<file path="src/design/lfc_pkg.sv">
// Purpose: shared constants of the slow clock controller
// Assumes: byte addresses on a 32-bit Avalon-MM register bus
// Notes: source codes are ordered by accuracy, higher is better
package lfc_pkg;
  // ****************************************
  // register byte offsets
  // ****************************************
  localparam logic [11:0] OFS_START_TASK = 12'h008;
  localparam logic [11:0] OFS_STOP_TASK = 12'h00C;
  localparam logic [11:0] OFS_CAL_TASK = 12'h010;
  localparam logic [11:0] OFS_STARTED_EVT = 12'h104;
  localparam logic [11:0] OFS_DONE_EVT = 12'h11C;
  localparam logic [11:0] OFS_START_STATUS = 12'h414;
  localparam logic [11:0] OFS_RUN_STAT = 12'h418;
  localparam logic [11:0] OFS_SRC_LATCHED = 12'h41C;
  localparam logic [11:0] OFS_SRC_SELECT = 12'h518;
  localparam logic [11:0] OFS_KEEP_RUNNING = 12'h520;

  // ****************************************
  // fields and reset values
  // ****************************************
  localparam int SRC_LSB = 0;
  localparam int SRC_W = 2;
  localparam int RUN_BIT = 16;
  localparam int TASK_BIT = 0;
  localparam logic [1:0] SRC_RESET = 2'h0;
  localparam logic KEEP_RESET = 1'b0;

  // ****************************************
  // sources, ordered rc < crystal < synthesized
  // ****************************************
  typedef enum logic [1:0] {
    SRC_RC = 2'h0,
    SRC_XTAL = 2'h1,
    SRC_SYNTH = 2'h2
  } lfc_src_t;

  typedef enum logic [1:0] {
    CAL_IDLE = 2'b01,
    CAL_BUSY = 2'b10
  } lfc_cal_t;
endpackage

</file>
<file path="src/design/lfc_sync.sv">
// Purpose: three-stage input synchroniser with agreement filter
// Assumes: inputs are levels or toggles from another domain
// Notes: q follows only when stages two and three agree
module lfc_sync #(
  parameter int W = 1
) (
  input wire logic clock,
  input wire logic reset,
  input wire logic [W-1:0] d,
  output logic [W-1:0] q
);
  logic [W-1:0] s1_q;
  logic [W-1:0] s2_q;
  logic [W-1:0] s3_q;

  always_ff @(posedge clock) begin
    if (reset) begin
      s1_q <= '0;
      s2_q <= '0;
      s3_q <= '0;
    end else begin
      s1_q <= d;
      s2_q <= s1_q;
      s3_q <= s2_q;
    end
  end

  // per bit, so one settling bit does not hold back the others
  for (genvar i = 0; i < W; i++) begin : g_bit
    always_ff @(posedge clock) begin
      if (reset) begin
        q[i] <= 1'b0;
      end else if (s2_q[i] == s3_q[i]) begin
        q[i] <= s3_q[i];
      end
    end
  end
endmodule

</file>
<file path="src/design/lfc_ctrl.sv">
// Purpose: per-core slow clock control instance with Avalon-MM registers
// Assumes: subsystem inputs are asynchronous; peripheral request and
//   system_off come from logic on this clock
// Notes: subsystem events arrive as toggles
//
// Local design decisions: the placing of the registers and the Avalon-MM register port.
module lfc_ctrl (
  input wire logic clock,
  input wire logic reset,
  input wire logic [11:0] address,
  input wire logic read,
  input wire logic write,
  input wire logic [31:0] writedata,
  output logic [31:0] readdata,
  output logic waitrequest,
  input wire logic periph_req,
  input wire logic system_off,
  input wire logic slow_clock,
  output logic periph_32k_clock,
  output logic slow_req,
  output logic [1:0] slow_req_source,
  output logic keep_running,
  output logic fast_clock_req,
  output logic cal_req,
  input wire logic slow_running,
  input wire logic [1:0] slow_running_source,
  input wire logic cal_done_toggle,
  input wire logic src_change_toggle,
  output logic started_flag,
  output logic done_flag
);
  // ****************************************
  // input crossing
  // ****************************************
  logic [4:0] sync_q;
  logic run_s;
  logic [1:0] run_src_s;
  logic done_tg_s;
  logic chg_tg_s;
  logic done_tg_q;
  logic chg_tg_q;
  logic done_pulse;
  logic chg_pulse;

  lfc_sync #(.W(5)) u_sync (
    .clock(clock),
    .reset(reset),
    .d({src_change_toggle, cal_done_toggle, slow_running_source, slow_running}),
    .q(sync_q)
  );

  assign run_s = sync_q[0];
  assign run_src_s = sync_q[2:1];
  assign done_tg_s = sync_q[3];
  assign chg_tg_s = sync_q[4];

  always_ff @(posedge clock) begin
    if (reset) begin
      done_tg_q <= 1'b0;
      chg_tg_q <= 1'b0;
    end else begin
      done_tg_q <= done_tg_s;
      chg_tg_q <= chg_tg_s;
    end
  end

  assign done_pulse = done_tg_s ^ done_tg_q;
  assign chg_pulse = chg_tg_s ^ chg_tg_q;

  // ****************************************
  // bus slave: one wait cycle per access
  // ****************************************
  logic ack_q;
  logic wr_go;
  logic rd_go;

  assign waitrequest = (read | write) & ~ack_q;
  assign wr_go = write & ack_q;
  assign rd_go = read & ~ack_q;

  always_ff @(posedge clock) begin
    if (reset) begin
      ack_q <= 1'b0;
    end else begin
      ack_q <= (read | write) & ~ack_q;
    end
  end

  logic start_task;
  logic stop_task;
  logic cal_task;
  logic clr_started;
  logic clr_done;

  assign start_task = wr_go & (address == lfc_pkg::OFS_START_TASK) & writedata[lfc_pkg::TASK_BIT];
  assign stop_task = wr_go & (address == lfc_pkg::OFS_STOP_TASK) & writedata[lfc_pkg::TASK_BIT];
  assign cal_task = wr_go & (address == lfc_pkg::OFS_CAL_TASK) & writedata[lfc_pkg::TASK_BIT];
  assign clr_started = wr_go & (address == lfc_pkg::OFS_STARTED_EVT)
                       & ~writedata[lfc_pkg::TASK_BIT];
  assign clr_done = wr_go & (address == lfc_pkg::OFS_DONE_EVT) & ~writedata[lfc_pkg::TASK_BIT];

  // ****************************************
  // configuration, applied only at start
  // ****************************************
  logic [1:0] src_sel_q;
  logic keep_sel_q;
  logic [1:0] src_latched_q;
  logic keep_active_q;
  logic started_q;

  always_ff @(posedge clock) begin
    if (reset) begin
      src_sel_q <= lfc_pkg::SRC_RESET;
      keep_sel_q <= lfc_pkg::KEEP_RESET;
    end else if (wr_go && address == lfc_pkg::OFS_SRC_SELECT) begin
      src_sel_q <= writedata[lfc_pkg::SRC_LSB +: lfc_pkg::SRC_W];
    end else if (wr_go && address == lfc_pkg::OFS_KEEP_RUNNING) begin
      keep_sel_q <= writedata[0];
    end
  end

  always_ff @(posedge clock) begin
    if (reset) begin
      src_latched_q <= lfc_pkg::SRC_RESET;
      keep_active_q <= lfc_pkg::KEEP_RESET;
      started_q <= 1'b0;
    end else if (system_off) begin
      keep_active_q <= 1'b0;
      started_q <= 1'b0;
    end else if (start_task) begin
      // restart without stop is fine
      src_latched_q <= src_sel_q;
      keep_active_q <= keep_sel_q;
      started_q <= 1'b1;
    end else if (stop_task) begin
      keep_active_q <= 1'b0;
      started_q <= 1'b0;
    end
  end

  // ****************************************
  // requests toward the subsystem
  // ****************************************
  lfc_pkg::lfc_cal_t cal_q;

  // withdrawn request lets the subsystem stop the clock or fall back
  always_ff @(posedge clock) begin
    if (reset) begin
      slow_req <= 1'b0;
      slow_req_source <= lfc_pkg::SRC_RC;
      keep_running <= 1'b0;
      fast_clock_req <= 1'b0;
    end else begin
      slow_req <= (periph_req | started_q | keep_active_q) & ~system_off;
      slow_req_source <= started_q ? src_latched_q : lfc_pkg::SRC_RC;
      keep_running <= keep_active_q & ~system_off;
      fast_clock_req <= ~system_off & ((started_q & src_latched_q == lfc_pkg::SRC_SYNTH)
                        | cal_q == lfc_pkg::CAL_BUSY);
    end
  end

  // clock passes straight through; consumers must tolerate one lost period
  assign periph_32k_clock = slow_clock & ~system_off;

  // ****************************************
  // started event
  // ****************************************
  logic pending_q;
  logic src_ok;
  logic started_set;

  // crystal counts as up only when the subsystem reports crystal or synth, not rc
  assign src_ok = run_s & (run_src_s >= src_latched_q);
  assign started_set = pending_q & src_ok & ~start_task;

  always_ff @(posedge clock) begin
    if (reset) begin
      pending_q <= 1'b0;
    end else if (system_off) begin
      pending_q <= 1'b0;
    end else if (start_task) begin
      pending_q <= 1'b1;
    end else if (started_set) begin
      pending_q <= 1'b0;
    end
  end

  logic started_flag_q;

  always_ff @(posedge clock) begin
    if (reset) begin
      started_flag_q <= 1'b0;
    end else if (started_set) begin
      started_flag_q <= 1'b1;
    end else if (clr_started) begin
      started_flag_q <= 1'b0;
    end
  end

  assign started_flag = started_flag_q;

  // ****************************************
  // calibration
  // ****************************************
  logic own_src_change;
  logic done_set;

  assign own_src_change = start_task & (src_sel_q != src_latched_q);
  assign done_set = cal_q == lfc_pkg::CAL_BUSY & done_pulse & ~chg_pulse & ~own_src_change;

  always_ff @(posedge clock) begin
    if (reset) begin
      cal_q <= lfc_pkg::CAL_IDLE;
    end else if (system_off) begin
      cal_q <= lfc_pkg::CAL_IDLE;
    end else begin
      unique case (cal_q)
        lfc_pkg::CAL_IDLE: begin
          if (cal_task) begin
            cal_q <= lfc_pkg::CAL_BUSY;
          end
        end
        lfc_pkg::CAL_BUSY: begin
          // a retrigger here has no effect
          if (chg_pulse || own_src_change || done_pulse) begin
            cal_q <= lfc_pkg::CAL_IDLE;
          end
        end
        default: begin
          cal_q <= lfc_pkg::CAL_IDLE;
        end
      endcase
    end
  end

  assign cal_req = cal_q == lfc_pkg::CAL_BUSY;

  logic done_flag_q;

  // each instance flags only its own calibration
  always_ff @(posedge clock) begin
    if (reset) begin
      done_flag_q <= 1'b0;
    end else if (done_set) begin
      done_flag_q <= 1'b1;
    end else if (clr_done) begin
      done_flag_q <= 1'b0;
    end
  end

  assign done_flag = done_flag_q;

  // ****************************************
  // read mux
  // ****************************************
  always_ff @(posedge clock) begin
    if (reset) begin
      readdata <= 32'h0;
    end else if (rd_go) begin
      unique case (address)
        lfc_pkg::OFS_STARTED_EVT: readdata <= {31'h0, started_flag_q};
        lfc_pkg::OFS_DONE_EVT: readdata <= {31'h0, done_flag_q};
        lfc_pkg::OFS_START_STATUS: readdata <= {31'h0, started_q};
        lfc_pkg::OFS_RUN_STAT: readdata <= {15'h0, run_s, 14'h0, run_src_s};
        lfc_pkg::OFS_SRC_LATCHED: readdata <= {30'h0, src_latched_q};
        lfc_pkg::OFS_SRC_SELECT: readdata <= {30'h0, src_sel_q};
        lfc_pkg::OFS_KEEP_RUNNING: readdata <= {31'h0, keep_sel_q};
        default: readdata <= 32'h0;
      endcase
    end
  end
endmodule

</file>
<file path="config.mk">
export PLATFORM = sky130hd
export DESIGN_NAME = lfc_ctrl
export DESIGN_NICKNAME = d
export VERILOG_FILES = /design/src/design/lfc_pkg.sv /design/src/design/lfc_sync.sv /design/src/design/lfc_ctrl.sv
export SDC_FILE = /design/constraint.sdc
export NUM_CORES = 1
export LEC_CHECK = 0
export ABC_AREA = 1
export BUFFER_PORTS_ARGS = -buffer_cell sky130_fd_sc_hd__buf_4
export CORE_ASPECT_RATIO = 1.75
export CORE_UTILIZATION = 35
export DETAILED_ROUTE_END_ITERATION = 7
export PLACE_DENSITY_LB_ADDON = 0.1
export SLEW_MARGIN = 20
export SYNTH_ARGS = -nofsm -noshare
export SYNTH_HDL_FRONTEND = slang
export SYNTH_SLANG_ARGS = --single-unit
</file>
<file path="constraint.sdc">
create_clock -name clock -period 1.9 [get_ports clock]
set_input_delay 0.19 -clock clock [delete_from_list [all_inputs] [get_ports clock]]
set_output_delay 0.19 -clock clock [all_outputs]
set_load 0.1 [all_outputs]
</file>
# After elaboration in Yosys (flattened, before gate mapping)
# Cells that the tools add are included.
[word_totals] register_bits=72 out_inout_bits=42
[op_classes] n_lt_le_gt_ge=1 eq_ne=21 mux=13 bitwise_logic=39 n_reduce_logical=13
[ops] cell="17-bit one-hot mux with 7 select lines" count=1
[ops] cell="12-bit by 11-bit == test with 1-bit output, second input constant" count=5
[ops] cell="1-bit AND" count=25
[ops] cell="12-bit by 4-bit == test with 1-bit output, second input constant" count=2
[ops] cell="12-bit by 9-bit == test with 1-bit output, second input constant" count=2
[ops] cell="12-bit by 5-bit == test with 1-bit output, second input constant" count=1
[ops] cell="1-bit two-way mux" count=9
[ops] cell="1-bit NOT" count=8
[ops] cell="2-bit nonzero test" count=4
[ops] cell="2-bit AND reduction" count=3
[ops] cell="1-bit == test" count=5
[ops] cell="2-bit == test, second input constant" count=2
[ops] cell="2-bit two-way mux" count=2
[ops] cell="1-bit OR" count=4
[ops] cell="2-bit one-hot mux with 2 select lines" count=1
[ops] cell="2-bit OR reduction" count=2
[ops] cell="2-bit by 1-bit == test with 1-bit output, second input constant" count=1
[ops] cell="2-bit >= comparator" count=1
[ops] cell="1-bit logical AND" count=2
[ops] cell="1-bit logical OR" count=2
[ops] cell="2-bit by 1-bit != test with 1-bit output, second input constant" count=1
[ops] cell="2-bit != test" count=1
[ops] cell="2-bit != test, second input constant" count=1
[ops] cell="1-bit bitwise XOR" count=2

# Depth between registers and ports, before layout
# Gate-level depths: netlist of run 1.
[logic_depth] ltp_word=8 ltp_mapped=11

# Cells and area by module
# A second synthesis of run 1 with hierarchy kept.
[unflattened] cells_unflattened=286 area_unflattened_um2=2103.3
[by_module_without_submodules] mod="lfc_ctrl" instances=1 cells_per_inst=218 area_each_um2=1495.2 seq_area_each_um2=460.4
[by_module_without_submodules] mod="lfc_sync" instances=1 cells_per_inst=68 area_each_um2=608.1 seq_area_each_um2=400.4

# Least setup slack after synthesis of run 1
# No wires, ideal clock.
[synth_path] kind="reg2out" start="register ack_q" end="output port waitrequest" t_arrival_ns=1.592 slack_ns=0.118 stages_incl_launch_ff=2 path_buffers=0 cell_sequence="dfxtp_1 nor2_1"
[synth_via] elab_chain_cells=2
[synth_lines] item="from (decl)" line_no="lfc_ctrl.sv:73" source="logic ack_q;"
[synth_lines] item="from (signal assigned)" line_no="lfc_ctrl.sv:85" source="ack_q <= (read | write) & ~ack_q;"
[synth_lines] item="1-bit NOT" line_no="lfc_ctrl.sv:77" source="assign waitrequest = (read | write) & ~ack_q;"
[synth_lines] item="1-bit AND" line_no="lfc_ctrl.sv:77"
[synth_lines] item="to (decl)" line_no="lfc_ctrl.sv:15" source="output logic waitrequest,"
# Every way passes these cells.

# Worst setup path in the final report of run 1
[layout_path] start="register ack_q" end="register src_latched_q[1]"
[layout_via] elab_chain_cells=4
[layout_lines] item="1-bit AND" line_no="lfc_ctrl.sv:78" source="assign wr_go = write & ack_q;"
[layout_lines] item="1-bit AND (2 in series)" line_no="lfc_ctrl.sv:95" source="assign start_task = wr_go & (address == lfc_pkg::OFS_START_TASK) & writedata[lfc_pkg::TASK_BIT];"
[layout_lines] item="2-bit AND reduction (no line)"
[layout_lines] item="to (signal assigned)" line_no="lfc_ctrl.sv:124" source="src_latched_q <= lfc_pkg::SRC_RESET;"
[layout_lines] item="to (signal assigned)" line_no="lfc_ctrl.sv:132" source="src_latched_q <= src_sel_q;"
[layout_lines] item="to (decl)" line_no="lfc_ctrl.sv:107" source="logic [1:0] src_latched_q;"
# Every way passes these cells.
# A chain may end at the register's enable or synchronous reset.

==> results by group, run 1 <==
Die
  • Die Area: 6230 um^2
  • I/O pin cnt: 98
  • DIE HEIGHT: 104 um
  • Core box area: 5630 um^2
  • # rows: 36
  • Die Span X: 60.1 um
  • Initial core utilization: 36.7%

Placed design
  • Buffers on Ports: 38
  • Placed insts: 386
  • Area after DPL: 2320 um^2
  • Detailed Place HPWL: 3110 um
  • Final RePlAce weighted congestion: 0.817

Layout
  • Final non-filler cell total: 394
  • N_diodes: 0
  • Share of layout cells above drive strength 1: 20.8%
  • Post-route cell area: 2410 um^2
  • Fillers: 621
  • Nets: 375
  • Area Overhead vs Synth: 16.5%

Setup path
  • Flop-to-flop setup slack: 0.51 ns
  • RR Startpoint: ack_q$_SDFF_PP0_
  • Reg2reg end: src_latched_q[1]$_SDFFE_PP0P_
  • Startpoint Class: register
  • Critical path class: reg -> reg
  • Reg2reg path depth: 8
  • CP arrival: 1.58 ns
  • Crit Path Max Fanout: 4
  • CP endpoint kind: register
  • Worst endpoint required time: 2.09 ns

CTS
  • CTS resizes: 0
  • CTS sink count: 43
  • Clock slew seen by the registers of the worst setup and hold paths: 0.08 ns
  • H-Tree Depth: 2
  • Root Driver: clkbuf_8
  • CTS max path bufs: 2
  • Total CTS buffers: 5
  • Hold-fix buffers, CTS: 0
  • Worst-Skew Late Latency: 0.30 ns
  • CTS tree: built
  • Setup bufs post-CTS: 0

GRT
  • Initial antenna violation count: 0
  • First-pass GRT wire length: 6570 um
  • Remaining global-route overflow: 0
  • Largest net degree at the start of global routing: 32
  • GRT Resource Usage Total: 14.0%
  • Vias in the first global route: 1,499

Yosys
  • Seq/Total Area, Yosys: 41.6%
  • Mean Syn Cell Area: 7.49 um^2
  • Top FF cell, synth: dfxtp_1
  • Synth Cell Area: 2070 um^2
  • Netlist cell types: 33
  • Post-synth ARST share: 0%
  • Syn. warnings: 0
  • Synth Instances: 276
  • Post-synth EDFFs: 0
  • Post-synthesis register bit count: 43

Routing
  • DR iter-0 viols: 46
  • TritonRoute pass-1 iters: 4
  • DR WL met2: 2230 um
  • Uppermost layer routed: met4
  • Avg WL per Cell: 10.0 um
  • Final antenna-violating net count: 0
  • Met3 wire length: 143 um
  • Drt drc: 0
  • Wl on met1: 1490 um
  • Total wire length: 3950 um
  • Vias/cell: 4.24
  • Via count: 1,672

Timing
  • Part of the cycle the worst path needs: 73.4%
  • Final setup fails: 0
  • WHS: 0.0903 ns
  • Total negative slack: 0 ns
  • Final hold vios: 0
  • Max Fclk: 717 MHz
  • Final min period: 1.39 ns
  • Final Max Slew Viols: 0
  • Layout Skew: 0.00678 ns
  • Unrepaired setup endpoints after global routing: false

Power
  • Cell Int Power: 0.00123 W
  • Leakage power: 1.13 nW
  • Clock network fraction of total power: 29.8%
  • Sequential power share: 48.8%
  • Power Density: 784 nW/um^2
  • P_sw: 0.000659 W
  • Comb power frac: 21.4%
  • Switch share: 34.9%
  • Worst VDD drop: 0.531 mV

Min path
  • Hold_sp: slow_running_source[1]
  • Hold depth: 3
  • Worst hold path type: in -> reg
  • Hold EP: u_sync.s1_q[2]$_SDFF_PP0_

Outcome
  • Status: complete, no violations

Run
  • Max Cap Viol: 0
## cell type report
type	instances	area (um^2)	share of cell area [%]
Multi-Input combinational cell	180	898	37.3
Sequential cell	43	861	35.7
Timing Repair Buffer	38	285	11.8
Inverter	49	185	7.68
Tap cell	76	95.1	3.95
Clock buffer	6	72.6	3.01
Clock inverter	2	12.5	0.519
## Yosys cell counts, types with 2 or more instances
cell     count  share of area, %
ha_1         2               1.2
nor2_1      47               8.5
nand4_1      4               1.2
nand2_2      3              0.91
inv_2        4              0.73
o21ai_1      2              0.48
dfxtp_1     43                42
nor2_2       3              0.91
buf_1        2              0.36
o21ai_0      6               1.5
nor4_1       2              0.60
nand3_1     16               3.9
buf_4       29                11
nor2_4       3               1.6
nand2_1     27               4.9
a21oi_1     17               4.1
nor3_1       5               1.2
xnor2_1      3               1.3
inv_1       44               8.0
## how the worst max path moves through the flow
stage	slack, ns	start	depth (start not counted)	endpoint
2_1_floorplan	0.12	ack_q$_SDFF_PP0_	1	waitrequest
3_3_place_gp	0.51	ack_q$_SDFF_PP0_	8	src_latched_q[0]$_SDFFE_PP0P_
3_5_place_dp	0.50	ack_q$_SDFF_PP0_	8	src_latched_q[1]$_SDFFE_PP0P_
4_1_cts	0.48	ack_q$_SDFF_PP0_	8	src_latched_q[1]$_SDFFE_PP0P_
5_1_grt	0.37	ack_q$_SDFF_PP0_	8	src_latched_q[1]$_SDFFE_PP0P_
6_report	0.51	ack_q$_SDFF_PP0_	8	src_latched_q[1]$_SDFFE_PP0P_
## registers in the layout (all words and copies together) (netlist names)
| signal | cells |
|---|---|
| u_sync.q | 5 |
| u_sync.s1_q | 5 |
| u_sync.s2_q | 5 |
| u_sync.s3_q | 5 |
| readdata | 3 |
| cal_q | 2 |
| slow_req_source | 2 |
| src_latched_q | 2 |
| src_sel_q | 2 |
| ack_q | 1 |
| chg_tg_q | 1 |
| done_flag | 1 |
| done_tg_q | 1 |
| fast_clock_req | 1 |
| keep_active_q | 1 |
| keep_running | 1 |
| keep_sel_q | 1 |
| pending_q | 1 |
| slow_req | 1 |
| started_flag | 1 |
| started_q | 1 |
## cells in the final DEF (no fill, tap or decap)
cell type / synthesis / final
nor2_2: 3 / 3
buf_4: 29 / 38
dfxtp_1: 43 / 43
nand2_4: 1 / 1
nor3_4: 1 / 1
clkbuf_8: 0 / 5
a211oi_2: 1 / 1
nand4_1: 4 / 4
or2_4: 1 / 1
nor2_8: 1 / 1
nor3_1: 5 / 5
xnor2_1: 3 / 3
nor2_1: 47 / 47
ha_1: 2 / 2
clkbuf_1: 1 / 1
inv_2: 4 / 4
clkinv_2: 1 / 2
nand2_2: 3 / 3
o21a_1: 1 / 1
nand4_2: 1 / 1
nor2_4: 3 / 3
nand3_1: 16 / 16
o21ai_1: 2 / 2
clkinvlp_4: 0 / 1
nor3_2: 1 / 1
conb_1: 1 / 29
a211oi_1: 1 / 1
inv_1: 44 / 44
o21ai_0: 6 / 6
nor4_1: 2 / 2
o31ai_1: 1 / 1
nand2_1: 27 / 27
o211ai_1: 1 / 1
a21oi_1: 17 / 17
## stage by stage
step | worst slack [ns] | util [%] | power, W
floorplan | 0.118 | - | 0.00133
global placement | 0.512 | 41.3 | 0.00135
detailed placement | 0.500 | 41.3 | 0.00135
CTS | 0.484 | 42.8 | 0.00192
global route | 0.369 | 42.8 | 0.00198
finish | 0.506 | 42.8 | 0.00189
## power by group through the flow
stage / combinational (W) / sequential [W] / clock (W)
after floorplan: 0.000379 / 0.000949 / 0
after global placement: 0.000404 / 0.000943 / 0
after detailed placement: 0.000405 / 0.000944 / 0
after CTS: 0.000406 / 0.000923 / 0.000592
after global routing: 0.000424 / 0.000925 / 0.000628
final: 0.000404 / 0.000923 / 0.000564
## critical path: stages, from the launching register on
cell and delay [ns]:
dfxtp_1 0.38, nand2_2 0.12, clkinv_2 0.08, nand4_2 0.07
inv_2 0.10, nand2_2 0.09, or2_4 0.25, o21ai_1 0.14
a21oi_1 0.06
## cell families after synthesis
family                   after synthesis  share of synthesized area, %
adder cells (fa/ha/maj)                2                          1.21
XOR/XNOR                               3                          1.27
AO/OA/AOI/OAI                         30                          8.11
other                                  1                         0.181
AND/OR/NAND/NOR                      116                          27.6
buffers and inverters                 81                          20.0
flip-flops                            43                          41.6
## layer usage
layer	vias to the layer above	global-route usage [%]
met5	-	0
met4	0	5.98
met3	8	3.50
met2	44	25.9
met1	738	13.8
li1	882	-
(Power assumes the default switching activity.)
==> run 2: changes to the inputs <==
Clock period 1.9 ns to 1.2 ns, I/O delays scaled along.
==> results by group, run 2 (synthesis gave the netlist of run 1 again) <==
GRT
  • Met2 GRT Util: 27.3% (+1.4 points)
  • Vias in the first global route: 1,590 (+6.1%)
  • Remaining global-route overflow: 0 (unchanged)
  • GRT Resource Usage Total: 14.7% (+0.67 points)
  • GR met1 Demand/Resource: 14.1% (+0.32 points)
  • Initial antenna violation count: 0 (unchanged)
  • Largest net degree at the start of global routing: 22 (-31%)
  • Met3 usage: 3.00% (-0.50 points)
  • First-pass GRT wire length: 6820 um (+3.8%)
  • GR peak layer: met2

Die
  • Die Area: 6230 um^2 (unchanged)
  • DIE HEIGHT: 104 um (unchanged)
  • Core box area: 5630 um^2 (unchanged)
  • # rows: 36 (unchanged)
  • Die Span X: 60.1 um (unchanged)
  • Initial core utilization: 36.7% (unchanged)
  • I/O pin cnt: 98 (unchanged)

Setup path
  • Most used cell, CP: nand2_4
  • Crit-path slowest cell: dfxtp_2
  • Crit Path Max Fanout: 4 (unchanged)
  • Startpoint Class: register
  • Critical Path Max Stage Delay: 0.36 ns (-0.02 ns)
  • Critical path class: reg -> reg
  • CP arrival: 1.45 ns (-0.13 ns)
  • Worst endpoint required time: 1.39 ns (-0.70 ns)
  • Crit-path cells: nand2_4 > clkinv_4 > nand4_4 > inv_4 > nand2_4 > or2_4 > o21ai_2 > a21oi_2
  • CP endpoint kind: register

Routing
  • Avg WL per Cell: 9.93 um (-0.89%)
  • Final antenna-violating net count: 0 (unchanged)
  • Via count: 1,773 (+6.0%)
  • Drt drc: 0 (unchanged)
  • TritonRoute pass-1 iters: 4 (unchanged)
  • Total wire length: 4180 um (+5.9%)
  • Vias/cell: 4.21 (-0.76%)
  • DR iter-0 viols: 63 (+37%)

Timing
  • Part of the cycle the worst path needs: 105% (+32 points)
  • Final min period: 1.26 ns (-0.132 ns)
  • WHS: 0.0191 ns (-0.0712 ns)
  • Unrepaired setup endpoints after global routing: true
  • Final setup fails: 3 (+3)
  • Max Fclk: 792 MHz (+10%)
  • Final hold vios: 0 (unchanged)
  • Layout Skew: 0.00495 ns (-0.00183 ns)
  • Setup ws final: -0.0627 ns (-0.568 ns)
  • Final Max Slew Viols: 0 (unchanged)

Power
  • Leakage power: 1.36 nW (+20%)
  • Worst VDD drop: 0.868 mV (+64%)
  • Power Density: 1180 nW/um^2 (+51%)

Layout
  • Share of layout cells above drive strength 1: 34.8% (+14 points)
  • Area Overhead vs Synth: 36.1%
  • Most frequent cells in the layout: buf_4 (59), nor2_1 (45), inv_1 (40)
  • Fillers: 579 (-6.8%)
  • N_diodes: 0 (unchanged)
  • Commonest non-fill, non-tap cell in the layout: buf_4
  • Nets: 402 (+7.2%)

CTS
  • Total CTS buffers: 5 (unchanged)
  • Clock slew seen by the registers of the worst setup and hold paths: 0.08 ns (about the same)
  • CTS max path bufs: 2 (unchanged)
  • Root Driver: clkbuf_8
  • Worst-Skew Late Latency: 0.29 ns (about the same)
  • H-Tree Depth: 2 (unchanged)
  • CTS sink count: 43 (unchanged)
  • Hold-fix buffers, CTS: 0 (unchanged)
  • CTS tree: built

Outcome
  • Failing checks: negative setup slack
  • Status: finished with violations

Placed design
  • Buffers on Ports: 38 (unchanged)
  • Final RePlAce weighted congestion: 0.802 (-1.9%)
  • Worst slack, placed: -0.0959 ns (-0.596 ns)
  • Detailed Place HPWL: 3350 um (+7.8%)

Run
  • Max Cap Viol: 0 (unchanged)

Min path
  • Worst hold path type: in -> reg
==> run 2: changes by cell type in the layout (fill, tap and decap cells not counted), moves of 4 or more <==
cell	before	now
buf_4	38	59
buf_6	0	4
dfxtp_1	43	34
dfxtp_2	0	9
inv_1	44	40
nand2_4	1	5
==> run 2: critical path, delay by kind of cell, from the launching register on <==
kind / cells / cell delay [ns]
compound gates: 2 / 0.18
buf+inv: 2 / 0.15
flops: 1 / 0.36
simple gates: 4 / 0.48
==> run 2: report_power, final <==
| group | internal (W) | total (W) | switching [W] | leakage, nW |
|---|---|---|---|---|
| clock | 0.000684 | 0.00118 | 0.000493 | 0.0618 |
| sequential | 0.00145 | 0.00146 | 0.0000105 | 0.354 |
| combinational | 0.000126 | 0.000691 | 0.000564 | 0.945 |
| total | 0.00226 | 0.00333 | 0.00107 | 1.36 |
==> run 2: worst paths after layout <==
path / cells past startpoint / start / slack (ns) / endpoint
worst max-delay path: 8 / ack_q$_SDFF_PP0_ / -0.06 / src_latched_q[1]$_SDFFE_PP0P_
worst min-delay path: 3 / slow_running_source[1] / 0.02 / u_sync.s1_q[2]$_SDFF_PP0_
worst max register to register: 8 / ack_q$_SDFF_PP0_ / -0.06 / src_latched_q[1]$_SDFFE_PP0P_
worst min register to register: 2 / u_sync.s1_q[3]$_SDFF_PP0_ / 0.41 / u_sync.s2_q[3]$_SDFF_PP0_
==> run 2: per-layer routing <==
metal  part of all wire, %  wire (um)
met2                    58       2420
met3                   2.8        119
met4                   2.9        120
met5                     0          0
met1                    36       1520
==> run 2: area by class of cell <==
cell class	instances	area [um^2]	share of cell area, %
tap	76	95.1	3.38
timing repair buffer	65	528	18.8
clock buffer	6	82.6	2.93
inverter	49	198	7.03
multi-input combinational	180	1000	35.5
sequential	43	872	31.0
clock inverter	2	38.8	1.38
==> run 2: timing repair <==
item / in CTS / in global routing
buffers inserted: 3 / 1
endpoints found under the setup margin: 5 / 11
endpoints found under the hold margin: 0 / 0
resized for setup: 10 / 18
pin swaps: 3 / 11
==> run 2: stage by stage <==
step / utilization (%) / total power, W / instance area, um^2 / instances / setup TNS [ns]
3_3_place_gp: 45.2 / 0.00216 / 2540 / 410 / -0.286
3_5_place_dp: 45.2 / 0.00217 / 2540 / 410 / -0.326
6_report: 50.0 / 0.00333 / 2810 / 421 / -0.141
2_1_floorplan: - / 0.00211 / 2210 / 304 / -0.153
5_1_grt: 50.0 / 0.00347 / 2810 / 421 / -0.406
4_1_cts: 48.6 / 0.00336 / 2730 / 421 / -0.0422
